$ cat src/rail_pkg.sv
// Package of constants and carrier types for the rail enable register slice.
// What this block does
// - Wake flag bit 0 is 1 only after suspend wake with buck one on.
// - Unlock register at 0x10, eight bits, resets to zero.
// - Reading the unlock register always returns zero.
// - Buck enable register at 0x11 resets zero; bits 7-6 read zero.
// - Clearing buck six enable is ignored unless the freshness seal is 0.
// - A software clear of buck five enable is ignored unless the freshness seal is 0; a sequencer update clears it regardless.
// - Sequencer writes buck one-five, switch one and linear enables.
// - Switch/output register at 0x12 resets zero; bit 7 reads zero.
// - Bit 6 drives pin three low or releases it, unless warm reset set.
// - Bit 5 drives output two low or releases it, unless input select set.
// - Bit 4 drives pin one low or releases it, unless input select set.
// - With input select set, pin one input drives output two through the pin synchroniser.
// - With warm reset set, pin three is a warm reset input to bucks 1-2.
package rail_pkg;

   // ------------------------------------------------------------------
   // Register map
   // ------------------------------------------------------------------
   localparam logic [7:0] UNLOCK_KEY_ADDR = 8'h10;
   localparam logic [7:0] BUCK_ENABLE_ADDR = 8'h11;
   localparam logic [7:0] SWITCH_OUTPUT_ENABLE_ADDR = 8'h12;
   localparam logic [7:0] WAKE_SOURCE_FLAGS_ADDR = 8'h07;
   localparam logic [7:0] UNLOCK_KEY_RESET = 8'h00;
   localparam logic [7:0] BUCK_ENABLE_RESET = 8'h00;
   localparam logic [7:0] SWITCH_OUTPUT_ENABLE_RESET = 8'h00;
   localparam logic [7:0] UNLOCK_READBACK = 8'h00;
   // Value written to the unlock register that arms one protected write.
   localparam logic [7:0] UNLOCK_MAGIC = 8'h7d;

   // ------------------------------------------------------------------
   // Field positions
   // ------------------------------------------------------------------
   localparam int BUCK_ONE_BIT = 0;
   localparam int BUCK_FIVE_BIT = 4;
   localparam int BUCK_SIX_BIT = 5;
   localparam int LINEAR_REG_BIT = 0;
   localparam int SWITCH_ONE_BIT = 1;
   localparam int PIN_ONE_BIT = 4;
   localparam int PIN_TWO_BIT = 5;
   localparam int PIN_THREE_BIT = 6;
   localparam logic [7:0] BUCK_WRITE_MASK = 8'h3f;
   localparam logic [7:0] SWITCH_WRITE_MASK = 8'h7f;
   // Bits the sequencer owns: bucks one to five, switch one, linear reg.
   localparam logic [7:0] BUCK_SEQ_MASK = 8'h1f;
   localparam logic [7:0] SWITCH_SEQ_MASK = 8'h03;

   // ------------------------------------------------------------------
   // Carrier types
   // ------------------------------------------------------------------
   typedef struct packed {
      logic wr;
      logic rd;
      logic [7:0] addr;
      logic [7:0] wdata;
   } reg_req_t;

   typedef struct packed {
      logic valid;
      logic [7:0] buck_on;
      logic [7:0] switch_on;
   } seq_update_t;

endpackage

$ cat src/pin_sync.sv
// Three-stage input synchroniser that accepts a change on agreement.
`timescale 1ns/1ps
module pin_sync #(
   parameter int WIDTH = 2
) (
   input wire logic core_clk_i,
   input wire logic rst_i,
   input wire logic ce_i,
   input wire logic [WIDTH-1:0] pin_i,
   output logic [WIDTH-1:0] level_o
);
   logic [WIDTH-1:0] s1;
   logic [WIDTH-1:0] s2;
   logic [WIDTH-1:0] s3;
   logic [WIDTH-1:0] next_level;

   always_comb begin
      next_level = level_o;
      for (int i = 0; i < WIDTH; i++) begin
         if (s2[i] == s3[i]) begin
            next_level[i] = s3[i];
         end
      end
   end

   always_ff @(posedge core_clk_i or posedge rst_i) begin
      if (rst_i) begin
         // The pins idle high through their pull-ups, so starting at ones
         // avoids a false low level for the first cycles after reset.
         s1 <= '1;
         s2 <= '1;
         s3 <= '1;
         level_o <= '1;
      end else if (ce_i) begin
         s1 <= pin_i;
         s2 <= s1;
         s3 <= s2;
         level_o <= next_level;
      end
   end
endmodule

$ cat src/rail_enable_regs.sv
// Register slice holding the rail enables, unlock and wake flag.
`timescale 1ns/1ps
module rail_enable_regs (
   input wire logic core_clk_i,
   input wire logic rst_i,
   input wire logic ce_i,
   input wire rail_pkg::reg_req_t req_i,
   output logic [7:0] rdata_o,
   output logic rvalid_o,
   input wire rail_pkg::seq_update_t seq_i,
   input wire logic freshness_seal_i,
   input wire logic pin_one_input_select_i,
   input wire logic warm_reset_pin_enable_i,
   input wire logic wake_from_suspend_i,
   input wire logic buck_one_in_suspend_i,
   input wire logic general_pin_one_i,
   input wire logic general_pin_three_i,
   output logic [7:0] buck_enable_o,
   output logic [7:0] switch_output_enable_o,
   output logic general_pin_one_o,
   output logic general_pin_one_oe_o,
   output logic general_out_two_o,
   output logic general_out_two_oe_o,
   output logic general_pin_three_o,
   output logic general_pin_three_oe_o,
   output logic warm_reset_o,
   output logic buck_one_suspend_flag_o
);

   // ------------------------------------------------------------------
   // Pin input synchronisers
   // ------------------------------------------------------------------
   logic [1:0] pin_level;

   pin_sync #(.WIDTH(2)) u_sync (
      .core_clk_i(core_clk_i),
      .rst_i(rst_i),
      .ce_i(ce_i),
      .pin_i({general_pin_three_i, general_pin_one_i}),
      .level_o(pin_level)
   );

   // ------------------------------------------------------------------
   // Register state
   // ------------------------------------------------------------------
   logic [7:0] buck_enable;
   logic [7:0] switch_output_enable;
   logic unlocked;
   logic buck_one_suspend_flag;
   logic [7:0] next_buck_enable;
   logic [7:0] next_switch_output_enable;
   logic next_unlocked;
   logic next_flag;
   logic [7:0] next_rdata;
   logic next_rvalid;
   logic [7:0] wr_buck;

   function automatic logic hit(input logic [7:0] a, input logic [7:0] b);
      return a == b;
   endfunction

   always_comb begin
      next_buck_enable = buck_enable;
      next_switch_output_enable = switch_output_enable;
      next_unlocked = unlocked;
      next_flag = buck_one_suspend_flag;
      next_rdata = 8'h00;
      next_rvalid = req_i.rd;
      wr_buck = req_i.wdata & rail_pkg::BUCK_WRITE_MASK;
      // Software writes cannot clear bucks five and six while the seal is set; the sequencer below can still clear buck five.
      if (freshness_seal_i) begin
         wr_buck[rail_pkg::BUCK_SIX_BIT] = wr_buck[rail_pkg::BUCK_SIX_BIT]
            | buck_enable[rail_pkg::BUCK_SIX_BIT];
         wr_buck[rail_pkg::BUCK_FIVE_BIT] = wr_buck[rail_pkg::BUCK_FIVE_BIT]
            | buck_enable[rail_pkg::BUCK_FIVE_BIT];
      end
      if (req_i.wr) begin
         if (hit(req_i.addr, rail_pkg::UNLOCK_KEY_ADDR)) begin
            next_unlocked = (req_i.wdata == rail_pkg::UNLOCK_MAGIC);
         end else if (hit(req_i.addr, rail_pkg::BUCK_ENABLE_ADDR)) begin
            if (unlocked) begin
               next_buck_enable = wr_buck;
            end
            next_unlocked = 1'b0;
         end else if (hit(req_i.addr, rail_pkg::SWITCH_OUTPUT_ENABLE_ADDR))
         begin
            if (unlocked) begin
               next_switch_output_enable = req_i.wdata
                  & rail_pkg::SWITCH_WRITE_MASK;
            end
            next_unlocked = 1'b0;
         end
      end
      // The sequencer wins over a software write in the same cycle, since
      // the rail state it reports is what is physically on.
      if (seq_i.valid) begin
         next_buck_enable = (next_buck_enable & ~rail_pkg::BUCK_SEQ_MASK)
            | (seq_i.buck_on & rail_pkg::BUCK_SEQ_MASK);
         next_switch_output_enable = (next_switch_output_enable
            & ~rail_pkg::SWITCH_SEQ_MASK)
            | (seq_i.switch_on & rail_pkg::SWITCH_SEQ_MASK);
      end
      // The flag is captured at each wake; it holds until the next one.
      if (wake_from_suspend_i) begin
         next_flag = buck_one_in_suspend_i;
      end
      if (req_i.rd) begin
         unique case (req_i.addr)
            rail_pkg::UNLOCK_KEY_ADDR: next_rdata = rail_pkg::UNLOCK_READBACK;
            rail_pkg::BUCK_ENABLE_ADDR: next_rdata = buck_enable;
            rail_pkg::SWITCH_OUTPUT_ENABLE_ADDR:
               next_rdata = switch_output_enable;
            rail_pkg::WAKE_SOURCE_FLAGS_ADDR:
               next_rdata = {7'h00, buck_one_suspend_flag};
            default: next_rdata = 8'h00;
         endcase
      end
   end

   always_ff @(posedge core_clk_i or posedge rst_i) begin
      if (rst_i) begin
         buck_enable <= rail_pkg::BUCK_ENABLE_RESET;
         switch_output_enable <= rail_pkg::SWITCH_OUTPUT_ENABLE_RESET;
         unlocked <= 1'b0;
         buck_one_suspend_flag <= 1'b0;
         rdata_o <= 8'h00;
         rvalid_o <= 1'b0;
      end else if (ce_i) begin
         buck_enable <= next_buck_enable;
         switch_output_enable <= next_switch_output_enable;
         unlocked <= next_unlocked;
         buck_one_suspend_flag <= next_flag;
         rdata_o <= next_rdata;
         rvalid_o <= next_rvalid;
      end
   end

   // ------------------------------------------------------------------
   // General pin drivers
   // ------------------------------------------------------------------
   logic next_one_oe;
   logic next_two_oe;
   logic next_three_oe;
   logic next_warm;

   always_comb begin
      // Open-drain: drive low when the bit is 0, release when 1.
      next_one_oe = ~switch_output_enable[rail_pkg::PIN_ONE_BIT];
      next_two_oe = ~switch_output_enable[rail_pkg::PIN_TWO_BIT];
      next_three_oe = ~switch_output_enable[rail_pkg::PIN_THREE_BIT];
      next_warm = 1'b0;
      if (pin_one_input_select_i) begin
         next_one_oe = 1'b0;
         next_two_oe = ~pin_level[0];
      end
      if (warm_reset_pin_enable_i) begin
         next_three_oe = 1'b0;
         next_warm = ~pin_level[1];
      end
   end

   always_ff @(posedge core_clk_i or posedge rst_i) begin
      if (rst_i) begin
         general_pin_one_oe_o <= 1'b0;
         general_out_two_oe_o <= 1'b0;
         general_pin_three_oe_o <= 1'b0;
         warm_reset_o <= 1'b0;
         buck_enable_o <= 8'h00;
         switch_output_enable_o <= 8'h00;
         buck_one_suspend_flag_o <= 1'b0;
         general_pin_one_o <= 1'b0;
         general_out_two_o <= 1'b0;
         general_pin_three_o <= 1'b0;
      end else if (ce_i) begin
         general_pin_one_oe_o <= next_one_oe;
         general_out_two_oe_o <= next_two_oe;
         general_pin_three_oe_o <= next_three_oe;
         warm_reset_o <= next_warm;
         buck_enable_o <= next_buck_enable;
         switch_output_enable_o <= next_switch_output_enable;
         buck_one_suspend_flag_o <= next_flag;
         general_pin_one_o <= 1'b0;
         general_out_two_o <= 1'b0;
         general_pin_three_o <= 1'b0;
      end
   end

   // ------------------------------------------------------------------
   // Checks
   // ------------------------------------------------------------------
   unlock_reads_zero_a: assert property (@(posedge core_clk_i)
      disable iff (rst_i) ce_i && req_i.rd
      && req_i.addr == rail_pkg::UNLOCK_KEY_ADDR |=> rdata_o == 8'h00)
      else $error("unlock register read back nonzero");
   buck_reserved_zero_a: assert property (@(posedge core_clk_i)
      disable iff (rst_i) buck_enable[7:6] == 2'b00)
      else $error("buck reserved bits set");
   switch_reserved_zero_a: assert property (@(posedge core_clk_i)
      disable iff (rst_i) switch_output_enable[7] == 1'b0)
      else $error("switch reserved bit set");
   seal_holds_six_a: assert property (@(posedge core_clk_i)
      disable iff (rst_i) ce_i && freshness_seal_i && buck_enable[5]
      |=> buck_enable[5])
      else $error("buck six cleared while sealed");
   seal_holds_five_a: assert property (@(posedge core_clk_i)
      disable iff (rst_i) ce_i && freshness_seal_i && !seq_i.valid
      && buck_enable[4] |=> buck_enable[4])
      else $error("buck five cleared while sealed");
   locked_write_a: assert property (@(posedge core_clk_i)
      disable iff (rst_i) ce_i && !unlocked && !seq_i.valid && req_i.wr
      && req_i.addr == rail_pkg::BUCK_ENABLE_ADDR
      |=> $stable(buck_enable))
      else $error("locked write changed buck enables");
   seq_tracks_a: assert property (@(posedge core_clk_i)
      disable iff (rst_i) ce_i && seq_i.valid
      |=> buck_enable[4:0] == $past(seq_i.buck_on[4:0]))
      else $error("sequencer update not tracked");
   pin_two_follow_a: assert property (@(posedge core_clk_i)
      disable iff (rst_i) ce_i && !pin_one_input_select_i
      |=> general_out_two_oe_o == !$past(switch_output_enable[5]))
      else $error("output two does not follow its bit");
   pin_one_input_a: assert property (@(posedge core_clk_i)
      disable iff (rst_i) ce_i && pin_one_input_select_i
      |=> !general_pin_one_oe_o)
      else $error("pin one driven while input");
   warm_release_a: assert property (@(posedge core_clk_i)
      disable iff (rst_i) ce_i && warm_reset_pin_enable_i
      |=> !general_pin_three_oe_o)
      else $error("pin three driven while warm reset input");
   warm_follow_a: assert property (@(posedge core_clk_i)
      disable iff (rst_i) ce_i && warm_reset_pin_enable_i
      |=> warm_reset_o == !$past(pin_level[1]))
      else $error("warm reset does not follow pin three");
   flag_capture_a: assert property (@(posedge core_clk_i)
      disable iff (rst_i) ce_i && wake_from_suspend_i
      |=> buck_one_suspend_flag_o == $past(buck_one_in_suspend_i))
      else $error("wake flag not captured");
   switch_locked_a: assert property (@(posedge core_clk_i)
      disable iff (rst_i) ce_i && !unlocked && !seq_i.valid && req_i.wr
      && req_i.addr == rail_pkg::SWITCH_OUTPUT_ENABLE_ADDR
      |=> $stable(switch_output_enable))
      else $error("locked write changed switch enables");
endmodule

$ cat config.mk
export PLATFORM = sky130hd
export DESIGN_NAME = rail_enable_regs
export DESIGN_NICKNAME = d
export VERILOG_FILES = /design/src/rail_pkg.sv /design/src/pin_sync.sv /design/src/rail_enable_regs.sv
export SDC_FILE = /design/constraint.sdc
export NUM_CORES = 1
export LEC_CHECK = 0
export ABC_AREA = 1
export BUFFER_PORTS_ARGS = -buffer_cell sky130_fd_sc_hd__buf_2
export CAP_MARGIN = 5
export CORE_AREA = 2 2 68 63
export CTS_BUF_LIST = sky130_fd_sc_hd__clkbuf_2 sky130_fd_sc_hd__clkbuf_4 sky130_fd_sc_hd__clkbuf_8
export DETAILED_ROUTE_END_ITERATION = 10
export DIE_AREA = 0 0 70 65
export PLACE_DENSITY = 0.85
export SETUP_SLACK_MARGIN = 0.02
export SLEW_MARGIN = 30
export SYNTH_ARGS = -nofsm -noshare
export SYNTH_HDL_FRONTEND = slang
export SYNTH_SLANG_ARGS = --single-unit
$ cat constraint.sdc
create_clock -name core_clk_i -period 2.05 [get_ports core_clk_i]
set_input_delay 0.41 -clock core_clk_i [delete_from_list [all_inputs] [get_ports core_clk_i]]
set_output_delay 0.41 -clock core_clk_i [all_outputs]
set_load 0.005 [all_outputs]
==> impl_metrics.toml, run 1 <==
[floorplan]
die_y_um = 65
dieArea_um2 = 4550
io_pins = 78
die_w_um = 70
rows = 22
core_area_um2 = 3910
start_util_pct = 51.5

[synth]
avgSynthCellArea_um2 = 7.54
yosys.area.top_type_share_pct = 38.5
yosysTopAreaCell = "dfrtp_1"
synthTopCellsByArea = "dfrtp_1 (39%), nand2_1 (21%), dfstp_2 (10%)"
synth_seq_area_share_pct = 49.0
synth_cell_types = 24
synth_area_um2 = 2010
synth-seq-cells = 39
synthCells = 267
ys_warn_count = 0

[layout]
drive_above_1_share_pct = 30.1
antenna_cells = 0
fillers = 340
synthToLayoutAreaGrowth_pct = 23.6
finish.instance_area_um2 = 2490
multi_input_area_um2 = 850
fin_cells = 384
register_area_um2 = 986
fin_nets = 380

[placed_design]
place_inst = 376
place.gp.congestion = 0.872
place_area_um2 = 2370
hpwl_mm = 3.53
post-place-ws_ns = 0.497
io_buffers = 65

[setup_path]
arrival_ns = 1.51
r2r_start = "unlocked$_DFFE_PP0P_"
slowest_delay_ns = 0.45
startpoint_type = "flop"
crit_path_max_fanout = 11
cp_data_required_time_ns = 2.23
cp_cell_sequence = "inv_2 > nor2_4 > nand3_2 > o21ai_1 > inv_1"
end_kind = "flop"
worst-setup-path-type = "flop to flop"
slowest_stage = "dfrtp_1"
worstSetupStartpoint = "unlocked$_DFFE_PP0P_"

[clock_tree]
worstSkewPairLatency_ns = 0.29
cts-buffers-inserted = 5
cts_buffer_depth = 2
cts_max_level = 2
post_cts_resized = 0
cts_tree = "done"
post_cts_buffers = 0
root_buffer = "clkbuf_8"
clock-sinks = 39
cts.clk_slew.worst_paths_ns = 0.08
hold_buffers = 0

[timing]
worst_slew_pin_slew_ns = 0.514
finalWorstSetupSlack_ns = 0.717
timing.setup.tns_ns = 0
slew_headroom_pct = 65.7
grt_setup_unrepaired = "no"
clock_skew_ns = 0.00751
fmax_mhz = 750
hold_slack_ns = 0.143
fin_crit_ns = 1.33
report.final.slew_viol_count = 0
setup_viol = 0
post-route-period-util_pct = 65.0
hold_viol = 0

[global_routing]
grt.total_usage_pct = 21.8
grt_pass1_wl_mm = 7.79
grt_max_degree = 25
antenna_found_initial = 0
grt_pass1_vias = 1764
grt_remaining_overflow = 0

[power]
switching_share_pct = 24.7
ir_drop_mv = 0.301
p_comb_share_pct = 12.2
p_int_w = 0.00131
p_seq_share_pct = 50.2
p_leak_nw = 1.45
power_frac_clock_pct = 37.6
p_sw_w = 0.000431
cellPowerDensity_nw_per_um2 = 701

[run]
max_cap_viol_count = 0

[detailed_routing]
ant_nets = 0
vias = 1927
drc = 0
drt_iter0_drc = 132
first_pass_iters = 4
vias_per_cell = 5.02
wl_per_cell_um = 11.9
drt_wl_total_mm = 4.57

[outcome]
status = "finished clean"

[min_path]
min_path_type = "primary input to async pin"
cells in the final DEF (no fill, tap or decap), drive strengths merged:
cell type  netlist  layout
nand2          118     118
buf              9      70
dfrtp           31      31
inv             30      30
nand3           20      20
nor2            19      19
o21ai           17      17
dfstp            8       8
clkbuf           2       6
nand4            4       4
a21oi            3       3
conb             1       3
o31ai            2       2
a31oi            1       1
a21o             1       1
o211ai           1       1
clkinv           0       1
bufinv           0       1
cells by family after synthesis:
logic type / after synthesis / synth area share, %
AOI/OAI and AO/OA: 25 / 6.77
buffers and inverters: 41 / 9.20
other: 1 / 0.186
and+or+nand+nor: 161 / 34.9
DFF: 39 / 49.0
routing by layer:
| layer | vias to the layer above | GRT usage [%] | part of all wire [%] |
|---|---|---|---|
| met3 | 2 | 7.62 | 7.3 |
| li1 | 957 | - | - |
| met2 | 75 | 33.6 | 45 |
| met4 | 0 | 6.49 | 0.42 |
| met5 | - | 0 | 0 |
| met1 | 893 | 29.2 | 47 |
power groups by stage:
| stage | sequential [W] | clock [W] | combinational [W] |
|---|---|---|---|
| 5_1_grt | 0.000884 | 0.000703 | 0.000245 |
| 4_1_cts | 0.000875 | 0.000666 | 0.000216 |
| 6_report | 0.000875 | 0.000656 | 0.000214 |
| 2_1_floorplan | 0.000882 | 0 | 0.000121 |
| 3_5_place_dp | 0.000889 | 0 | 0.000215 |
| 3_3_place_gp | 0.000886 | 0 | 0.000208 |
per-stage QoR:
step,total power (W),utilization (%)
global placement,0.00109,60.7
detailed placement,0.00110,60.7
global route,0.00183,63.7
floorplan,0.00100,-
CTS,0.00176,63.7
finish,0.00175,63.7
final timing paths:
check	end	slack (ns)	depth (start not counted)
setup / recovery	flop	0.72	5
hold / removal	async pin	0.14	2
setup reg to reg	flop	0.72	5
hold reg to reg	u_sync.s2[0]$_DFFE_PP1P_	0.46	2
max in group asynchronous	buck_enable_o[0]$_DFFE_PP0P_	1.34	3
min in group core_clk_i	u_sync.s1[0]$_DFFE_PP1P_	0.31	3
Yosys cell counts, drive strengths merged:
cell type / number
nand2: 118
dfrtp: 31
inv: 30
nand3: 20
nor2: 19
o21ai: 17
buf: 9
dfstp: 8
nand4: 4
a21oi: 3
clkbuf: 2
o31ai: 2
a21o: 1
a31oi: 1
conb: 1
o211ai: 1
worst max-delay path, delay by kind of cell, from the launching register on:
family	cells	cell delay (ns)
flip-flops	1	0.45
buffers and inverters	2	0.16
AO/OA/AOI/OAI	1	0.23
AND/OR/NAND/NOR	2	0.38
layout make-up:
cell class / count / share of cell area, %
multi-input cells: 189 / 34.1
inverters: 30 / 4.52
clock inverters: 2 / 1.41
flip-flops and latches: 39 / 39.6
well taps: 48 / 2.41
clock buffers: 6 / 3.32
repair buffers: 70 / 14.6
Note: power is estimated with default switching activity, not from simulation.
==> run 2: changes to the inputs <==
--- a/config.mk
+++ b/config.mk
@@ -5,14 +5,14 @@
 export SDC_FILE = /design/constraint.sdc
 export NUM_CORES = 1
 export LEC_CHECK = 0
-export ABC_AREA = 1
+export ABC_AREA = 0
 export BUFFER_PORTS_ARGS = -buffer_cell sky130_fd_sc_hd__buf_2
 export CAP_MARGIN = 5
-export CORE_AREA = 2 2 68 63
+export CORE_AREA = 2 2 71 67
 export CTS_BUF_LIST = sky130_fd_sc_hd__clkbuf_2 sky130_fd_sc_hd__clkbuf_4 sky130_fd_sc_hd__clkbuf_8
 export DETAILED_ROUTE_END_ITERATION = 10
-export DIE_AREA = 0 0 70 65
-export PLACE_DENSITY = 0.85
+export DIE_AREA = 0 0 73 69
+export PLACE_DENSITY = 0.77
 export SETUP_SLACK_MARGIN = 0.02
 export SLEW_MARGIN = 30
 export SYNTH_ARGS = -nofsm -noshare
==> constraint.sdc (replaced) <==
create_clock -name core_clk_i -period 1.2 [get_ports core_clk_i]
set_input_delay 0.24 -clock core_clk_i [delete_from_list [all_inputs] [get_ports core_clk_i]]
set_output_delay 0.24 -clock core_clk_i [all_outputs]
set_load 0.005 [all_outputs]
==> run 2 against run 1 <==
The flow now finishes with violations (setup timing). Combinational power rose to 2.6 times the previous value. Synthesized area fell by 7.0%. Non-clock buffer count rose by 29. Largest power group unchanged. Register-to-register slack got worse by 1.1 ns. Via count fell by 14%. Sequential power rose by 77%. Clock skew fell by 0.0027 ns. Clock power rose by 36%.
==> impl_metrics.toml, run 2 <==
[outcome]
status = "complete, but fails checks"
violations = "setup timing"

[layout]
drive_above_1_share_pct = 57.7
synthToLayoutAreaGrowth_pct = 48.2
antenna_cells = 0
final_cell_mix = "buf_2 (62), dfrtp_1 (31), buf_4 (26), inv_1 (12), mux2_2 (11)"
fin_nets = 309
finish.instance_area_um2 = 2770
final_common_cell = "buf_2"
fin_cells = 315
fin_util_pct = 64.7
fillers = 348

[synth]
ys_warn_count = 0
avgSynthCellArea_um2 = 11.3
synth_commonest_cells = "dfrtp_1 (31), mux2_2 (16), inv_1 (12)"
ys.flop_type = "dfrtp_1"
yosysTopAreaCell = "dfrtp_1"
yosys.area.top_type_share_pct = 41.4
synthCells = 165
synth-seq-cells = 39
synth_cell_types = 36
synth_most_common_cell = "dfrtp_1"
synth_edf_count = 0
async_flop_share_pct = 100
synth_area_um2 = 1870
synth_seq_area_share_pct = 52.7
synthTopCellsByArea = "dfrtp_1 (41%), dfstp_2 (11%), mux2_2 (9.6%)"

[global_routing]
grt_util_met3_pct = 5.99
grt_max_degree = 40
met2_usage_pct = 31.7
use_met1_pct = 28.6
grt_pass1_vias = 1656
antenna_found_initial = 0
grt.total_usage_pct = 20.7
busiest_layer = "met2"
grt_remaining_overflow = 0
grt_pass1_wl_mm = 8.07

[clock_tree]
cts_buffer_depth = 2
root_buffer = "clkbuf_8"
cts.clk_slew.worst_paths_ns = 0.07
worstSkewPairLatency_ns = 0.29
clock-sinks = 39
cts-buffers-inserted = 5
cts_max_level = 2
cts_tree = "done"

[setup_path]
slowest_delay_ns = 0.53
startpoint_type = "primary input"
cp_data_required_time_ns = 1.38
worst-setup-path-type = "primary input to flop"
critPathBufInv = 1
cp_cell_sequence = "buf_6 > or4_4 > or4b_4 > nand2_4 > mux2_4"
r2r_cells = 4
critical-path-top-delay-family = "simple AND/OR/NAND/NOR gates"
end_kind = "flop"
arrival_ns = 1.82
worstReg2RegEnd = "buck_enable_o[0]$_DFFE_PP0P_"
slowest_stage = "or4b_4"
crit_path_max_fanout = 5
reg2reg_slack_ns = -0.40
r2r_start = "unlocked$_DFFE_PP0P_"

[floorplan]
core_area_um2 = 4290
rows = 23
start_util_pct = 43.7
die_y_um = 69
die_w_um = 73
io_pins = 78
dieArea_um2 = 5040

[timing]
finalWorstSetupSlack_ns = -0.443
timing.setup.tns_ns = -4.24
clock_skew_ns = 0.00477
setup_viol = 17
fmax_mhz = 609
report.final.slew_viol_count = 0
grt_setup_unrepaired = "yes"
hold_viol = 0
fin_crit_ns = 1.64
post-route-period-util_pct = 137

[power]
ir_drop_mv = 0.894
cellPowerDensity_nw_per_um2 = 1080
p_leak_nw = 1.33
totalPowerFinal_w = 0.00300

[placed_design]
place.gp.congestion = 0.827
io_buffers = 65
hpwl_mm = 3.50
place_inst = 303
place_area_um2 = 2500

[min_path]
hold_path_depth = 2
holdCritStartpoint = "buck_one_in_suspend_i"
min_path_type = "primary input to flop"
holdPathEnd = "buck_one_suspend_flag_o$_DFFE_PP0P_"

[detailed_routing]
ant_nets = 0
first_pass_iters = 4
wl_per_cell_um = 15.7
drt_iter0_drc = 51
drt_wl_total_mm = 4.94
vias = 1665
vias_per_cell = 5.29
drc = 0

[run]
max_cap_viol_count = 0
==> run 2: cell types whose count changed after synthesis, sizes merged, moves of 9 or more <==
cell,delta
o22ai,+9
a22oi,+9
mux2,+20
nor2,-12
nand3,-18
o21ai,-14
inv,-18
nand2,-107
==> run 2: metrics by stage <==
| stage | hold WS (ns) | worst slack, ns |
|---|---|---|
| 6_report | 0.185 | -0.443 |
| 5_1_grt | 0.168 | -0.458 |
| 4_1_cts | 0.173 | -0.425 |
| 3_5_place_dp | 0.311 | -0.757 |
| 3_3_place_gp | 0.304 | -0.743 |
| 2_1_floorplan | 0.353 | -0.620 |
==> run 2: how the worst max path moves through the flow <==
stage | startpoint | end | slack, ns | depth (start not counted)
final | req_i[11] | buck_enable_o[0]$_DFFE_PP0P_ | -0.44 | 5
after global routing | req_i[11] | buck_enable_o[0]$_DFFE_PP0P_ | -0.46 | 5
after CTS | req_i[11] | buck_enable_o[1]$_DFFE_PP0P_ | -0.42 | 5
after detailed placement | req_i[11] | buck_enable_o[1]$_DFFE_PP0P_ | -0.76 | 5
after global placement | req_i[11] | buck_enable_o[3]$_DFFE_PP0P_ | -0.74 | 5
after floorplan | req_i[11] | buck_enable_o[0]$_DFFE_PP0P_ | -0.62 | 4
==> run 2: routing by layer <==
metal / wire (µm) / part of all wire (%)
met5: 0 / 0
met4: 41 / 0.83
met3: 272 / 5.5
met2: 2450 / 50
met1: 2180 / 44
==> run 2: report_power, final <==
part           switching [W]  total [W]  internal (W)
Combinational       0.000244   0.000560      0.000316
Clock               0.000436   0.000889      0.000453
Sequential         0.0000883    0.00155       0.00147
==> run 2: repair_timing <==
item	in CTS	in global routing
setup buffers	4	4
endpoints found under the setup margin	20	25
pin swaps	11	8
resized for setup	19	12
endpoints found under the hold margin	10	0
hold buffers	1	0
==> run 2: kinds of logic after synthesis <==
| group | count (synthesis) | share of synthesized area (%) |
|---|---|---|
| multiplexers | 21 | 13.4 |
| AND/OR/NAND/NOR | 44 | 13.9 |
| AO/OA/AOI/OAI | 39 | 14.8 |
| flip-flops | 39 | 52.7 |
| other | 1 | 0.200 |
| buffers and inverters | 21 | 5.08 |
==> run 2: cell type report <==
cell class / instances / area, µm² / share of cell area, %
clock buffer: 7 / 83.8 / 3.02
clock inverter: 1 / 5.00 / 0.180
inverter: 12 / 45.0 / 1.62
multi-input combinational: 107 / 955 / 34.4
sequential: 39 / 986 / 35.5
tap: 50 / 62.6 / 2.26
timing repair buffer: 99 / 637 / 23.0
==> run 3: changes to the inputs <==
--- a/config.mk
+++ b/config.mk
@@ -6,13 +6,16 @@
 export NUM_CORES = 1
 export LEC_CHECK = 0
 export ABC_AREA = 0
+export ABC_CLOCK_PERIOD_IN_PS = 1200
 export BUFFER_PORTS_ARGS = -buffer_cell sky130_fd_sc_hd__buf_2
 export CAP_MARGIN = 5
 export CORE_AREA = 2 2 71 67
 export CTS_BUF_LIST = sky130_fd_sc_hd__clkbuf_2 sky130_fd_sc_hd__clkbuf_4 sky130_fd_sc_hd__clkbuf_8
 export DETAILED_ROUTE_END_ITERATION = 10
 export DIE_AREA = 0 0 73 69
+export GPL_TIMING_DRIVEN = 0
 export PLACE_DENSITY = 0.77
+export RECOVER_POWER = 100
 export SETUP_SLACK_MARGIN = 0.02
 export SLEW_MARGIN = 30
 export SYNTH_ARGS = -nofsm -noshare
==> run 3 against run 2 <==
The run still ends with setup timing left. Non-clock buffer count is 15 lower. Setup slack worse by 0.00078 ns. Maximum frequency about the same. Global-route usage fell by 1.5 points. Via count is 2.5% lower. Utilization down 3.9 points. Worst hold slack lost 0.012 ns. Critical path depth unchanged. First-iteration DRC count up 150%. Clock-buffer cell count decreased by 2.
==> impl_metrics.toml, run 3 (synthesized netlist as in run 2, its figures left out) <==
[clock_tree]
root_buffer = "clkbuf_8"
cts_buffer_depth = 2
clock-sinks = 39
cts-buffers-inserted = 5
cts.clk_slew.worst_paths_ns = 0.08
cts_tree = "done"
cts_max_level = 2
worstSkewPairLatency_ns = 0.29

[min_path]
holdCritStartpoint = "general_pin_three_i"
min_path_type = "primary input to flop"

[global_routing]
grt_remaining_overflow = 0
grt.total_usage_pct = 19.2
grt_pass1_wl_mm = 7.44
grt_max_degree = 27
antenna_found_initial = 0
grt_pass1_vias = 1589

[floorplan]
rows = 23
core_area_um2 = 4290
die_w_um = 73
die_y_um = 69
start_util_pct = 43.7
dieArea_um2 = 5040
io_pins = 78

[power]
cellPowerDensity_nw_per_um2 = 1110
ir_drop_mv = 0.590
totalPowerFinal_w = 0.00291
p_leak_nw = 1.24

[setup_path]
end_kind = "flop"
r2r_start = "unlocked$_DFFE_PP0P_"
crit_path_max_fanout = 5
arrival_ns = 1.82
reg2reg_slack_ns = -0.41
cp_data_required_time_ns = 1.38
worstSetupStartpoint = "req_i[11]"
worst-setup-path-type = "primary input to flop"
startpoint_type = "primary input"

[timing]
grt_setup_unrepaired = "yes"
hold_viol = 0
fin_crit_ns = 1.64
finalWorstSetupSlack_ns = -0.444
timing.setup.tns_ns = -3.93
report.final.slew_viol_count = 0
clock_skew_ns = 0.00638
worst_slew_pin_slew_ns = 0.564
setup_viol = 15
slew_headroom_pct = 62.3
fmax_mhz = 608
post-route-period-util_pct = 137

[detailed_routing]
vias_per_cell = 5.41
ant_nets = 0
drt_iter0_drc = 126
drt_wl_total_mm = 4.78
first_pass_iters = 4
wl_per_cell_um = 15.9
vias = 1624
drc = 0

[placed_design]
place.gp.congestion = 0.831
hpwl_mm = 3.42
io_buffers = 64
place_inst = 282

[outcome]
status = "complete, but fails checks"
violations = "setup timing"

[run]
max_cap_viol_count = 0

[layout]
fillers = 344
antenna_cells = 0
fin_nets = 294
drive_above_1_share_pct = 52.8
final_common_cell = "buf_2"
final_cell_mix = "buf_2 (62), dfrtp_1 (31), buf_4 (12), inv_1 (12), mux2_2 (11)"
fin_util_pct = 60.8
synthToLayoutAreaGrowth_pct = 39.4
fin_cells = 300
-- run 3: cell types whose count changed in the layout (fill, tap and decap cells not counted), sizes merged --
| cell | previous run | this run |
|---|---|---|
| clkbuf | 7 | 8 |
| buf | 98 | 80 |
| clkinv | 1 | 3 |
-- run 3: worst paths after layout --
| kind | end | cells past startpoint |
|---|---|---|
| min in group asynchronous | rdata_o[2]$_DFFE_PP0P_ | 3 |
| max in group asynchronous | u_sync.level_o[0]$_DFFE_PP1P_ | 4 |
| min | u_sync.s1[1]$_DFFE_PP1P_ | 2 |
| max reg2reg | buck_enable_o[2]$_DFFE_PP0P_ | 4 |
| min reg2reg | general_pin_three_oe_o$_DFFE_PP0P_ | 1 |
| max | buck_enable_o[2]$_DFFE_PP0P_ | 5 |
-- run 3: cell type report --
type | count | area [µm²] | area share, %
repair buffers | 75 | 447 | 17.1
multi-input cells | 107 | 927 | 35.5
flip-flops and latches | 39 | 986 | 37.8
plain buffers | 9 | 57.6 | 2.21
clock buffers | 5 | 68.8 | 2.64
inverters | 12 | 45.0 | 1.73
well taps | 50 | 62.6 | 2.40
clock inverters | 3 | 15.0 | 0.576
-- run 3: critical path: stages --
cell and delay (ns):
buf_8 0.09, or4_4 0.53, or4b_4 0.54, nand2_8 0.11
mux2_4 0.30
-- run 3: where the power goes --
group	internal (W)	switching [W]	leakage, nW
Combinational	0.000272	0.000231	0.709
Sequential	0.00146	0.0000853	0.485
Clock	0.000398	0.000461	0.0477
Total	0.00213	0.000777	1.24
-- run 3: per-layer routing --
metal | routed length, µm | track usage [%] | part of all wire, %
met2 | 2350 | 31.2 | 49
met5 | 0 | 0 | 0
met3 | 272 | 4.97 | 5.7
met4 | 70 | 6.58 | 1.5
met1 | 2090 | 24.4 | 44
-- run 3: repair_timing --
| action | CTS | global route |
|---|---|---|
| pin swaps | 4 | 4 |
| hold endpoints to repair | 13 | 0 |
| setup endpoints to repair | 22 | 23 |
| buffers inserted | 5 | 5 |
| hold buffers | 1 | 0 |
| resized for setup | 8 | 20 |
-- run 3: through the flow --
step                      hold slack [ns]  worst slack [ns]  cell area, µm²
after global placement              0.472            -0.794            2310
after floorplan                     0.353            -0.620            1930
after detailed placement            0.205            -0.809            2330
after CTS                           0.167            -0.436            2500
after global routing                0.169            -0.460            2610
final                               0.173            -0.444            2610
